===== src/pkg/tsam_pkg.sv =====
package tsam_pkg;

   // ****************************************
   // register bus
   // ****************************************
   localparam int             WB_AW       = 8;
   localparam logic [WB_AW-1:0] ADDR_CTRL   = 8'h00;
   localparam logic [WB_AW-1:0] ADDR_STATUS = 8'h04;
   localparam logic [WB_AW-1:0] ADDR_PERF   = 8'h08;

   // ****************************************
   // service types and line codes
   // ****************************************
   localparam logic [1:0] SVC_DS1   = 2'h0;
   localparam logic [1:0] SVC_E1    = 2'h1;
   localparam logic [1:0] SVC_J2    = 2'h2;
   localparam logic [1:0] LC_B8ZS   = 2'h0;
   localparam logic [1:0] LC_AMI    = 2'h1;
   localparam logic [1:0] LC_HDB3   = 2'h2;

   // control register layout, reserved bits held at zero
   typedef struct packed {
      logic [11:0] rsvd_hi;
      logic [3:0]  sig_code;
      logic [7:0]  idle_code;
      logic [2:0]  rsvd_lo;
      logic        ami;
      logic        cas;
      logic        extended_superframe;
      logic [1:0]  svc;
   } tsam_ctrl_t;

   localparam tsam_ctrl_t CTRL_RST = 32'h0009_7f04;

   // ****************************************
   // line indication pins, index into the synchroniser
   // ****************************************
   localparam int NPIN        = 5;
   localparam int PIN_NOPULSE = 0;
   localparam int PIN_ONES    = 1;
   localparam int PIN_FRAME   = 2;
   localparam int PIN_MFRAME  = 3;
   localparam int PIN_YELLOW  = 4;
   localparam int CNT_W       = 8;

   // ****************************************
   // data link and bit-oriented messages
   // ****************************************
   localparam logic [7:0] FDL_LM_TAG    = 8'h01;
   localparam logic [1:0] FDL_BODY_LAST = 2'h2;
   localparam logic [7:0] PERF_CNT_ONE  = 8'h01;
   localparam logic [5:0] BOM_YELLOW    = 6'h00;
   localparam logic [5:0] BOM_LOOP_UP   = 6'h07;
   localparam logic [5:0] BOM_LOOP_DOWN = 6'h1c;

   typedef enum logic [1:0] {FDL_HUNT, FDL_BODY, FDL_SKIP} tsam_fdl_st_t;

   // ****************************************
   // carriers
   // ****************************************
   typedef struct packed {
      logic       valid;
      logic       rb_frame;
      logic [3:0] sig;
      logic [7:0] data;
   } tsam_ts_t;

   typedef struct packed {
      logic valid;
      logic last;
      logic [7:0] octet;
   } tsam_fdl_t;

   typedef struct packed {
      logic       valid;
      logic [5:0] code;
   } tsam_bom_t;

   typedef struct packed {
      logic signal_loss;
      logic all_ones_alarm_indication;
      logic rai_rx;
      logic lof;
      logic lomf;
   } tsam_alarm_t;

   typedef struct packed {
      logic [NPIN-1:0]  sy1;
      logic [NPIN-1:0]  sy2;
      logic [NPIN-1:0]  sy3;
      logic [NPIN-1:0]  filt;
      logic [CNT_W-1:0] los_cnt;
      logic [CNT_W-1:0] ais_cnt;
      tsam_alarm_t      alm;
      logic             bom_yellow;
      logic             loop_req;
      logic             trunk;
      logic             tx_rai;
      logic [1:0]       line_code;
      tsam_ctrl_t       ctrl;
      tsam_fdl_st_t     fdl_st;
      logic [1:0]       fdl_idx;
      logic [23:0]      fdl_buf;
      logic [31:0]      perf;
      tsam_ts_t         seg;
      logic             wb_ack;
      logic [31:0]      wb_dat;
   } tsam_state_t;

endpackage


===== src/tsam_top.sv =====
// The register addresses and the Wishbone slave port are this design's own decisions.
`timescale 1ns/1ps
`default_nettype none

module tsam_top #(
   parameter logic [tsam_pkg::CNT_W-1:0] LOS_DET_CYC = 8'h20,
   parameter logic [tsam_pkg::CNT_W-1:0] AIS_DET_CYC = 8'h20
) (
   // clock and reset
   input  wire logic                          sys_clk,
   input  wire logic                          rstn,
   // wishbone slave
   input  wire logic                          wb_cyc,
   input  wire logic                          wb_stb,
   input  wire logic                          wb_we,
   input  wire logic [tsam_pkg::WB_AW-1:0]    wb_adr,
   input  wire logic [3:0]                    wb_sel,
   input  wire logic [31:0]                   wb_dat_w,
   output logic      [31:0]                   wb_dat_r,
   output logic                               wb_ack,
   // line receiver indications, asynchronous
   input  wire logic [tsam_pkg::NPIN-1:0]     line_ind,
   // received timeslot stream and messages
   input  wire tsam_pkg::tsam_ts_t            ts_in,
   input  wire tsam_pkg::tsam_fdl_t           fdl_in,
   input  wire tsam_pkg::tsam_bom_t           bom_in,
   // toward segmentation
   output tsam_pkg::tsam_ts_t                 seg_out,
   // maintenance outputs
   output tsam_pkg::tsam_alarm_t              alarm_out,
   output logic                               trunk_cond,
   output logic                               tx_rai,
   output logic      [1:0]                    line_code,
   output logic                               loop_req
);

   tsam_pkg::tsam_state_t s_reg;
   tsam_pkg::tsam_state_t s_next;

   logic is_e1;
   logic is_j2;
   logic is_ds1;
   logic ds1_esf;
   logic fdl_on;
   logic mf_used;

   assign is_e1   = (s_reg.ctrl.svc == tsam_pkg::SVC_E1);
   assign is_j2   = (s_reg.ctrl.svc == tsam_pkg::SVC_J2);
   // the unused service code behaves as DS1
   assign is_ds1  = !is_e1 && !is_j2;
   assign ds1_esf = is_ds1 && s_reg.ctrl.extended_superframe;
   assign fdl_on  = ds1_esf || is_j2;
   assign mf_used = ds1_esf || s_reg.ctrl.cas;

   // ****************************************
   // next state
   // ****************************************
   always_comb
   begin
      s_next = s_reg;

      // three-stage synchroniser, level accepted once stages two and three agree
      s_next.sy1  = line_ind;
      s_next.sy2  = s_reg.sy1;
      s_next.sy3  = s_reg.sy2;
      // stages disagree: hold the last accepted level, so a glitch never counts
      s_next.filt = (s_reg.sy2 & s_reg.sy3) | (s_reg.filt & (s_reg.sy2 ^ s_reg.sy3));

      // persistence counters; a single dropout restarts detection
      if (s_reg.filt[tsam_pkg::PIN_NOPULSE])
      begin
         if (s_reg.los_cnt != LOS_DET_CYC)
         begin
            s_next.los_cnt = s_reg.los_cnt + 8'h01;
         end
      end
      else
      begin
         s_next.los_cnt = '0;
      end
      if (s_reg.filt[tsam_pkg::PIN_ONES])
      begin
         if (s_reg.ais_cnt != AIS_DET_CYC)
         begin
            s_next.ais_cnt = s_reg.ais_cnt + 8'h01;
         end
      end
      else
      begin
         s_next.ais_cnt = '0;
      end

      // alarm levels follow the condition both ways
      s_next.alm.signal_loss    = (s_next.los_cnt == LOS_DET_CYC);
      s_next.alm.all_ones_alarm_indication    = (s_next.ais_cnt == AIS_DET_CYC);
      s_next.alm.lof    = !s_reg.filt[tsam_pkg::PIN_FRAME];
      s_next.alm.lomf   = mf_used && !s_reg.filt[tsam_pkg::PIN_MFRAME];
      s_next.alm.rai_rx = s_reg.filt[tsam_pkg::PIN_YELLOW] || s_reg.bom_yellow;

      s_next.trunk  = s_next.alm.signal_loss || s_next.alm.all_ones_alarm_indication || s_next.alm.lof
                      || s_next.alm.rai_rx;
      s_next.tx_rai = s_next.alm.signal_loss || s_next.alm.all_ones_alarm_indication || s_next.alm.lof;

      // line coding per service type
      if (is_e1)
      begin
         s_next.line_code = tsam_pkg::LC_HDB3;
      end
      else if (is_j2)
      begin
         s_next.line_code = tsam_pkg::LC_B8ZS;
      end
      else
      begin
         s_next.line_code = s_reg.ctrl.ami ? tsam_pkg::LC_AMI : tsam_pkg::LC_B8ZS;
      end

      // timeslot path: one octet out per octet in, never throttled
      s_next.seg.valid    = ts_in.valid;
      s_next.seg.rb_frame = ts_in.rb_frame;
      s_next.seg.data     = ts_in.data;
      s_next.seg.sig      = '0;
      if (s_reg.ctrl.cas)
      begin
         s_next.seg.sig = ts_in.sig;
         if (is_ds1 && ts_in.rb_frame)
         begin
            s_next.seg.sig[0] = ts_in.data[0];
         end
      end
      if (s_reg.trunk)
      begin
         s_next.seg.data = s_reg.ctrl.idle_code;
         if (s_reg.ctrl.cas)
         begin
            s_next.seg.sig = s_reg.ctrl.sig_code;
            if (is_ds1 && ts_in.rb_frame)
            begin
               s_next.seg.data[0] = s_reg.ctrl.sig_code[0];
            end
         end
      end

      // data link: tag octet then three count octets, ended by last
      if (!fdl_on)
      begin
         s_next.fdl_st  = tsam_pkg::FDL_HUNT;
         s_next.fdl_idx = '0;
      end
      else if (fdl_in.valid)
      begin
         case (s_reg.fdl_st)
            tsam_pkg::FDL_HUNT:
            begin
               s_next.fdl_idx = '0;
               if (!fdl_in.last && fdl_in.octet == tsam_pkg::FDL_LM_TAG)
               begin
                  s_next.fdl_st = tsam_pkg::FDL_BODY;
               end
               else if (!fdl_in.last)
               begin
                  s_next.fdl_st = tsam_pkg::FDL_SKIP;
               end
            end
            tsam_pkg::FDL_BODY:
            begin
               s_next.fdl_buf = {s_reg.fdl_buf[15:0], fdl_in.octet};
               if (fdl_in.last)
               begin
                  s_next.fdl_st = tsam_pkg::FDL_HUNT;
                  if (s_reg.fdl_idx == tsam_pkg::FDL_BODY_LAST)
                  begin
                     s_next.perf = {s_reg.perf[31:24] + tsam_pkg::PERF_CNT_ONE,
                                    s_next.fdl_buf};
                  end
               end
               else if (s_reg.fdl_idx == tsam_pkg::FDL_BODY_LAST)
               begin
                  s_next.fdl_st = tsam_pkg::FDL_SKIP;
               end
               else
               begin
                  s_next.fdl_idx = s_reg.fdl_idx + 2'h1;
               end
            end
            tsam_pkg::FDL_SKIP:
            begin
               if (fdl_in.last)
               begin
                  s_next.fdl_st = tsam_pkg::FDL_HUNT;
               end
            end
            default:
            begin
               s_next.fdl_st = tsam_pkg::FDL_HUNT;
            end
         endcase
      end

      // bit-oriented messages, DS1 extended superframe only
      if (!ds1_esf)
      begin
         s_next.bom_yellow = 1'b0;
         s_next.loop_req   = 1'b0;
      end
      else if (bom_in.valid)
      begin
         s_next.bom_yellow = (bom_in.code == tsam_pkg::BOM_YELLOW);
         if (bom_in.code == tsam_pkg::BOM_LOOP_UP)
         begin
            s_next.loop_req = 1'b1;
         end
         else if (bom_in.code == tsam_pkg::BOM_LOOP_DOWN)
         begin
            s_next.loop_req = 1'b0;
         end
      end

      // wishbone: answer one cycle after the strobe, drop the cycle after
      s_next.wb_ack = wb_cyc && wb_stb && !s_reg.wb_ack;
      s_next.wb_dat = '0;
      if (wb_cyc && wb_stb && !s_reg.wb_ack)
      begin
         if (wb_we && wb_adr == tsam_pkg::ADDR_CTRL)
         begin
            for (int i = 0; i < 4; i++)
            begin
               if (wb_sel[i])
               begin
                  s_next.ctrl[i*8 +: 8] = wb_dat_w[i*8 +: 8];
               end
            end
            s_next.ctrl.rsvd_hi = '0;
            s_next.ctrl.rsvd_lo = '0;
         end
         else if (!wb_we)
         begin
            case (wb_adr)
               tsam_pkg::ADDR_CTRL:
               begin
                  s_next.wb_dat = s_reg.ctrl;
               end
               tsam_pkg::ADDR_STATUS:
               begin
                  s_next.wb_dat = {20'h0_0000, s_reg.line_code, fdl_on, s_reg.loop_req,
                                   s_reg.bom_yellow, s_reg.tx_rai, s_reg.trunk,
                                   s_reg.alm.lomf, s_reg.alm.lof, s_reg.alm.rai_rx,
                                   s_reg.alm.all_ones_alarm_indication, s_reg.alm.signal_loss};
               end
               tsam_pkg::ADDR_PERF:
               begin
                  s_next.wb_dat = s_reg.perf;
               end
               default:
               begin
                  s_next.wb_dat = '0;
               end
            endcase
         end
      end
   end

   // ****************************************
   // state register
   // ****************************************
   always_ff @(posedge sys_clk or negedge rstn)
   begin
      if (!rstn)
      begin
         s_reg      <= '0;
         s_reg.ctrl <= tsam_pkg::CTRL_RST;
      end
      else
      begin
         s_reg <= s_next;
      end
   end

   assign wb_dat_r   = s_reg.wb_dat;
   assign wb_ack     = s_reg.wb_ack;
   assign seg_out    = s_reg.seg;
   assign alarm_out  = s_reg.alm;
   assign trunk_cond = s_reg.trunk;
   assign tx_rai     = s_reg.tx_rai;
   assign line_code  = s_reg.line_code;
   assign loop_req   = s_reg.loop_req;

   // ****************************************
   // checks
   // ****************************************
   a_fault_sends_yellow: assert property (@(posedge sys_clk) disable iff (!rstn)
      (s_reg.alm.signal_loss || s_reg.alm.all_ones_alarm_indication || s_reg.alm.lof) |-> (s_reg.tx_rai && s_reg.trunk))
      else $error("line fault without yellow and conditioning");

   a_yellow_no_return: assert property (@(posedge sys_clk) disable iff (!rstn)
      (s_reg.alm.rai_rx && !s_reg.alm.signal_loss && !s_reg.alm.all_ones_alarm_indication && !s_reg.alm.lof)
      |-> (s_reg.trunk && !s_reg.tx_rai))
      else $error("received yellow handled wrongly");

   a_rate_kept: assert property (@(posedge sys_clk) disable iff (!rstn)
      ts_in.valid |=> seg_out.valid)
      else $error("octet dropped toward segmentation");

   a_idle_payload: assert property (@(posedge sys_clk) disable iff (!rstn)
      (s_reg.trunk && !s_reg.ctrl.cas && ts_in.valid)
      |=> (seg_out.data == $past(s_reg.ctrl.idle_code)))
      else $error("payload not replaced by idle code");

   a_cond_signalling: assert property (@(posedge sys_clk) disable iff (!rstn)
      (s_reg.trunk && s_reg.ctrl.cas && ts_in.valid)
      |=> (seg_out.sig == $past(s_reg.ctrl.sig_code)))
      else $error("signalling code not inserted");

   a_basic_pass: assert property (@(posedge sys_clk) disable iff (!rstn)
      (!s_reg.trunk && !s_reg.ctrl.cas && ts_in.valid)
      |=> (seg_out.data == $past(ts_in.data) && seg_out.sig == 4'h0))
      else $error("basic mode altered the timeslot");

   a_link_gated: assert property (@(posedge sys_clk) disable iff (!rstn)
      !fdl_on |=> $stable(s_reg.perf))
      else $error("data link processed for wrong service");

   a_bom_gated: assert property (@(posedge sys_clk) disable iff (!rstn)
      !ds1_esf |=> (!s_reg.loop_req && !s_reg.bom_yellow))
      else $error("bit message acted on outside DS1 superframe");

   a_e1_hdb3: assert property (@(posedge sys_clk) disable iff (!rstn)
      (is_e1 && $stable(s_reg.ctrl)) |=> (line_code == tsam_pkg::LC_HDB3))
      else $error("E1 not on HDB3");

   a_j2_b8zs: assert property (@(posedge sys_clk) disable iff (!rstn)
      (is_j2 && $stable(s_reg.ctrl)) |=> (line_code == tsam_pkg::LC_B8ZS))
      else $error("J2 not on B8ZS");

   a_ds1_code: assert property (@(posedge sys_clk) disable iff (!rstn)
      (is_ds1 && $stable(s_reg.ctrl))
      |=> (line_code == ($past(s_reg.ctrl.ami) ? tsam_pkg::LC_AMI : tsam_pkg::LC_B8ZS)))
      else $error("DS1 line code wrong");

   a_loss_clears: assert property (@(posedge sys_clk) disable iff (!rstn)
      !s_reg.filt[tsam_pkg::PIN_NOPULSE] |=> !s_reg.alm.signal_loss)
      else $error("signal loss stayed after pulses returned");

   a_report_stored: assert property (@(posedge sys_clk) disable iff (!rstn)
      (fdl_on && fdl_in.valid && fdl_in.last && s_reg.fdl_st == tsam_pkg::FDL_BODY
       && s_reg.fdl_idx == tsam_pkg::FDL_BODY_LAST)
      |=> (s_reg.perf[7:0] == $past(fdl_in.octet)
           && s_reg.perf[31:24] == $past(s_reg.perf[31:24]) + 8'h01))
      else $error("performance report not stored");

endmodule

`default_nettype wire


===== config.mk =====
export PLATFORM = sky130hd
export DESIGN_NAME = tsam_top
export DESIGN_NICKNAME = d
export VERILOG_FILES = /design/src/pkg/tsam_pkg.sv /design/src/tsam_top.sv
export SDC_FILE = /design/constraint.sdc
export NUM_CORES = 1
export LEC_CHECK = 0
export BUFFER_PORTS_ARGS = -buffer_cell sky130_fd_sc_hd__buf_2
export CELL_PAD_IN_SITES_DETAIL_PLACEMENT = 1
export CELL_PAD_IN_SITES_GLOBAL_PLACEMENT = 1
export CORE_ASPECT_RATIO = 0.75
export CORE_MARGIN = 5
export CORE_UTILIZATION = 35
export CTS_CLUSTER_SIZE = 14
export DETAILED_ROUTE_END_ITERATION = 7
export GPL_TIMING_DRIVEN = 1
export PLACE_DENSITY_LB_ADDON = 0.1
export SYNTH_ARGS = -nofsm -noshare
export SYNTH_HDL_FRONTEND = slang
export SYNTH_SLANG_ARGS = --single-unit

===== constraint.sdc =====
create_clock -name sys_clk -period 2.25 [get_ports sys_clk]
set_input_delay 0.225 -clock sys_clk [delete_from_list [all_inputs] [get_ports sys_clk]]
set_output_delay 0.225 -clock sys_clk [all_outputs]
set_load 0.005 [all_outputs]

; ---- Word level (Yosys, flattened, before mapping)
; Index checks and enable logic that the tools add are counted.
; W data, S select, Z words.
[word_totals]
register_bits = 171
latchBits = 0
ramBits = 0
mem_bits_ro = 0
out_inout_bits = 57
n_memories = 0
[op_classes]
n_addsub = 4
multipliers = 0
div = 0
order_cmp = 0
eq_ne = 23
n_shift = 0
mux = 35
n_bitwise = 4
reduce_logical = 31
[ops]
columns = op, count
row1 = $mux W32, 5
row2 = $pmux W32 S3, 1
row3 = $mux W60, 1
row4 = $mux W56, 1
row5 = $mux W8, 4
row6 = $add A8 B1 Y8 const B, 3
row7 = $mux W2, 10
row8 = $eq A8 B6 Y1 const B, 2
row9 = $ne A8 B6 Y1 const B, 2
row10 = $mux W12, 1
row11 = $mux W4, 3
row12 = $reduce_and A3 Y1, 4
row13 = $and A5 B5 Y5, 2
row14 = $ne A3 B3 Y1 const B, 3
row15 = $eq A8 B1 Y1 const B, 1
row16 = $eq A8 B3 Y1 const B, 1
row17 = $eq A8 B4 Y1 const B, 1
row18 = $logic_and A1 B1 Y1, 8
row19 = $logic_not A8 Y1, 1
row20 = $ne A4 B4 Y1 const B, 2
row21 = $reduce_and A4 Y1, 2
row22 = $mux W1, 7
row23 = $eq A2 B2 Y1 const B, 3
row24 = $eq A6 B3 Y1 const B, 1
row25 = 15 further kinds, 28

; ---- Logic depth before layout (Yosys ltp)
[logic_depth]
ltp_word = 9
mapped_depth = 8

; ---- Least setup slack after synthesis
; Ideal clock, no wire load.
[synth_timing]
kind = register -> register
from = register s_reg[107] (netlist bit)
to = register s_reg[85] (netlist bit)
arrival_ps = 1788
setup_slack_ps = 338
path_stages_with_launch = 7
period_less_slack_ps = 1912
cell_sequence = dfrtp_1 -> inv_1 -> ha_1 -> a21o_1 -> nand3_1 -> buf_2 -> mux2_2
[synth_via]
elab_chain_len = 6
word_cells_on_any_way = 8
[synth_rtl]
columns = item, line_no
row1 = from (decl), tsam_top.sv:37  ; tsam_pkg::tsam_state_t s_reg;
row2 = from (signal assigned), tsam_top.sv:275  ; s_reg <= s_next;
row3 = $eq A2 B1 Y1 or $eq A2 B2 Y1 (tied branches), "tsam_top.sv:47, tsam_top.sv:48"
row4 = $logic_not A1 Y1, tsam_top.sv:50  ; assign is_ds1 = !is_e1 && !is_j2;
row5 = $logic_and A1 B1 Y1, tsam_top.sv:50
row6 = $logic_and A1 B1 Y1, tsam_top.sv:51  ; assign ds1_esf = is_ds1 && s_reg.ctrl.extended_superframe;
row7 = $logic_or A1 B1 Y1 (*), tsam_top.sv:52  ; assign fdl_on = ds1_esf || is_j2;
row8 = $reduce_and A3 Y1 (no source line) (*), n/a
; Every way passes the cells marked *; elsewhere a longest branch is shown, timed or not.
; A chain may end at the register's enable or synchronous reset.

==> impl_metrics.yaml <==
status:
  outcome: "finished clean"
critical_path:
  critPathKind: "flop to flop"
  crit_buf_inv: 1
  worst_path_dominant_cell_family: "simple AND/OR/NAND/NOR gates"
  r2r-start: "s_reg[150]"
  start_kind: "flop"
  slowest_stage: "dfrtp_1"
  cp-startpoint: "s_reg[150]"
  endpoint_kind: "flop"
  cp.arrival_ns: 2.31
  crit_path_max_incr_delay_ns: 0.53
  path_cells: "inv_1 -> ha_1 -> and2_1 -> nand3_1 -> nand2_1 -> o2111ai_1 -> nand4_1"
  path_max_fanout: 9
  cp.required_ns: 2.53
synthesis:
  synth_enable_flop_cells: 0
  synthCells: 624
  syn_area_sq_um: 7050
  synth_top_area_share: 0.543
  ys_seq_area_frac: 0.580
  yosys-top-cells-area: "dfrtp_1 (54%), mux2_2 (6.4%), buf_4 (5.6%)"
  synth.distinct_cells: 43
  synthFlopType: "dfrtp_1"
  syn-num-nets: 722
  synth-async-reset-ratio: 1.00
  yosysMostFrequentCell: "dfrtp_1"
  ys_ff_latch: 163
  syn_area_per_cell_sq_um: 11.3
  synth_top_cells_by_count: "dfrtp_1 (153), nand2_1 (98), buf_4 (53)"
  synth_area_leader_cell: "dfrtp_1"
  yosysWarnings: 0
power:
  switching_share: 0.234
  power_per_cell_area_nw_per_um2: 759
  intPower_uw: 4850
  leakage_uw: 0.00427
  power_switching_uw: 1480
  p_clk_frac: 0.461
  p_comb_frac: 0.056
  peakVddDrop_mv: 0.447
  p_seq_frac: 0.484
clocking:
  cts_inserted_buffers: 17
  insertion_delay_ns: 0.43
  cts.path.max_buffers: 2
  cts_tree: "yes"
  cts-htree-levels: 4
  post-cts-setup-buffers: 0
  root_buffer: "clkbuf_16"
  clkSinkCount: 163
  clk_pin_slew_ns: 0.07
route:
  drt_iter0_markers: 187
  drc: 0
  avgViaCountPerCell: 4.83
  ant_nets: 0
  first_pass_iters: 4
  post_drt_wl_per_cell_um: 17.8
  via_count: 4789
  wl_um: 17700
global_routing:
  antenna_found_initial: 0
  grt_pass1_wl_um: 28800
  grt_max_degree: 48
  overflow: 0
  track_usage: 0.158
  grt_pass1_vias: 5288
layout:
  multiInputGateArea_sq_um: 2420
  num_antenna_cells: 0
  largest_reg_flops: 96
  ff_latch_area_sq_um: 4090
  syn2layout_area_growth_pct: 18.4
  fillers: 2209
  fin_nets: 819
  final_cells: 992
  drive_gt1_frac: 0.316
worst_hold_path:
  min_path_type: "primary input to flop"
  worst_hold_startpoint: "wb_dat_w[3]"
floorplan:
  rows: 45
  die_h_um: 133
  start_util: 0.352
  core_area_sq_um: 20000
  dieArea_sq_um: 23100
  ioPinCount: 142
  die_w_um: 174
timing:
  hold_viol: 0
  final.period_utilization: 0.901
  setup_viol: 0
  max_freq_mhz: 493
  tightest_slew_ns: 0.754
  slew_viol_final: 0
  max_slew_margin: 0.497
  fin_skew_ns: 0.00896
  period_minus_slack_ns: 2.03
  grt_setup_unrepaired: "no"
  tns_ns: 0
place:
  numPortBuffers: 125
  place.gp.congestion: 0.758
  hpwl_um: 13100
  dp.cells: 952
job:
  max_cap_violations: 0
## per-stage QoR
step                       util  total power (uW)  area, sq um  worst slack [ns]  hold WS, ns
after floorplan               -              3260         7050             0.338      -0.0706
after global placement    0.383              3450         7680             0.290        0.186
after detailed placement  0.383              3470         7680             0.236        0.191
after CTS                 0.416              6420         8350             0.219       0.0103
after global routing      0.416              6610         8350            0.0845      0.00493
final                     0.416              6330         8350             0.222       0.0246
## final timing paths
| check | to | slack [ns] | cells after the start |
|---|---|---|---|
| min in group asynchronous | wb_dat_r[31] | 0.30 | 2 |
| hold reg to reg | s_next[171] | 0.35 | 0 |
| setup / recovery | trunk_cond | 0.22 | 7 |
| setup reg to reg | trunk_cond | 0.22 | 7 |
| max in group asynchronous | s_reg[123] | 1.22 | 3 |
| hold / removal | s_reg[110] | 0.02 | 2 |
## cell type report
class | count | share of cell area
Clock buffer | 21 | 0.0552
Clock inverter | 11 | 0.0154
Inverter | 13 | 0.00585
Multi-Input combinational cell | 375 | 0.290
Sequential cell | 163 | 0.490
Tap cell | 258 | 0.0387
Timing Repair Buffer | 151 | 0.104
## power groups by stage
| stage | clock network [uW] | registers, uW | logic [uW] |
|---|---|---|---|
| after floorplan | 0 | 3080 | 179 |
| after global placement | 0 | 3110 | 337 |
| after detailed placement | 0 | 3120 | 352 |
| after CTS | 2990 | 3070 | 364 |
| after global routing | 3140 | 3070 | 402 |
| final | 2920 | 3060 | 352 |
## worst reg2reg max path: cells and delay by family (launching register included)
| kind | cells | cell delay [ns] |
|---|---|---|
| flops | 1 | 0.53 |
| fa+ha+maj | 1 | 0.21 |
| buf+inv | 1 | 0.11 |
| simple gates | 4 | 0.65 |
| compound gates | 1 | 0.37 |
## kinds of logic after synthesis
family / count (synthesis) / synth area share
muxes: 56 / 0.0866
adders and majority gates: 13 / 0.0231
buffers and inverters: 86 / 0.0763
DFF: 163 / 0.580
AOI/OAI and AO/OA: 68 / 0.0635
xor gates and xnor gates: 15 / 0.0186
and+or+nand+nor: 223 / 0.152
## placed cells by master, fill, tap and decap left out, types with 3 or more instances in the layout
| cell | count |
|---|---|
| buf_4 | 16 |
| dlygate4sd3_1 | 8 |
| nand3_1 | 13 |
| a21oi_1 | 20 |
| nor3_1 | 5 |
| xnor2_1 | 8 |
| nor4_1 | 4 |
| and4_1 | 3 |
| dfstp_2 | 10 |
| xor2_1 | 7 |
| nand4_1 | 7 |
| a211oi_1 | 4 |
| mux2i_1 | 16 |
| nand2b_1 | 4 |
| clkbuf_16 | 17 |
| and2_1 | 16 |
| inv_1 | 13 |
| nor2_1 | 51 |
| a21o_1 | 6 |
| dfrtp_1 | 153 |
| o31ai_1 | 3 |
| mux2_2 | 40 |
| a41o_1 | 4 |
| ha_1 | 13 |
| nor2b_1 | 6 |
| or3_1 | 4 |
| clkinvlp_4 | 5 |
| a22oi_1 | 11 |
| buf_2 | 124 |
| o21ai_0 | 12 |
| nand2_1 | 98 |
## per-layer routing
| layer | GRT usage | part of all wire | up-vias |
|---|---|---|---|
| met5 | 0 | 0 | - |
| met4 | 0.0387 | 0.012 | 0 |
| met3 | 0.0531 | 0.048 | 18 |
| met2 | 0.243 | 0.46 | 95 |
| met1 | 0.216 | 0.48 | 2428 |
| li1 | - | - | 2248 |
## what timing repair did
item	CTS	global route
endpoints found under the setup margin	0	0
resized for setup	0	0
endpoints found under the hold margin	46	0
hold buffers	8	0
Power figures use the tool's default switching activity.
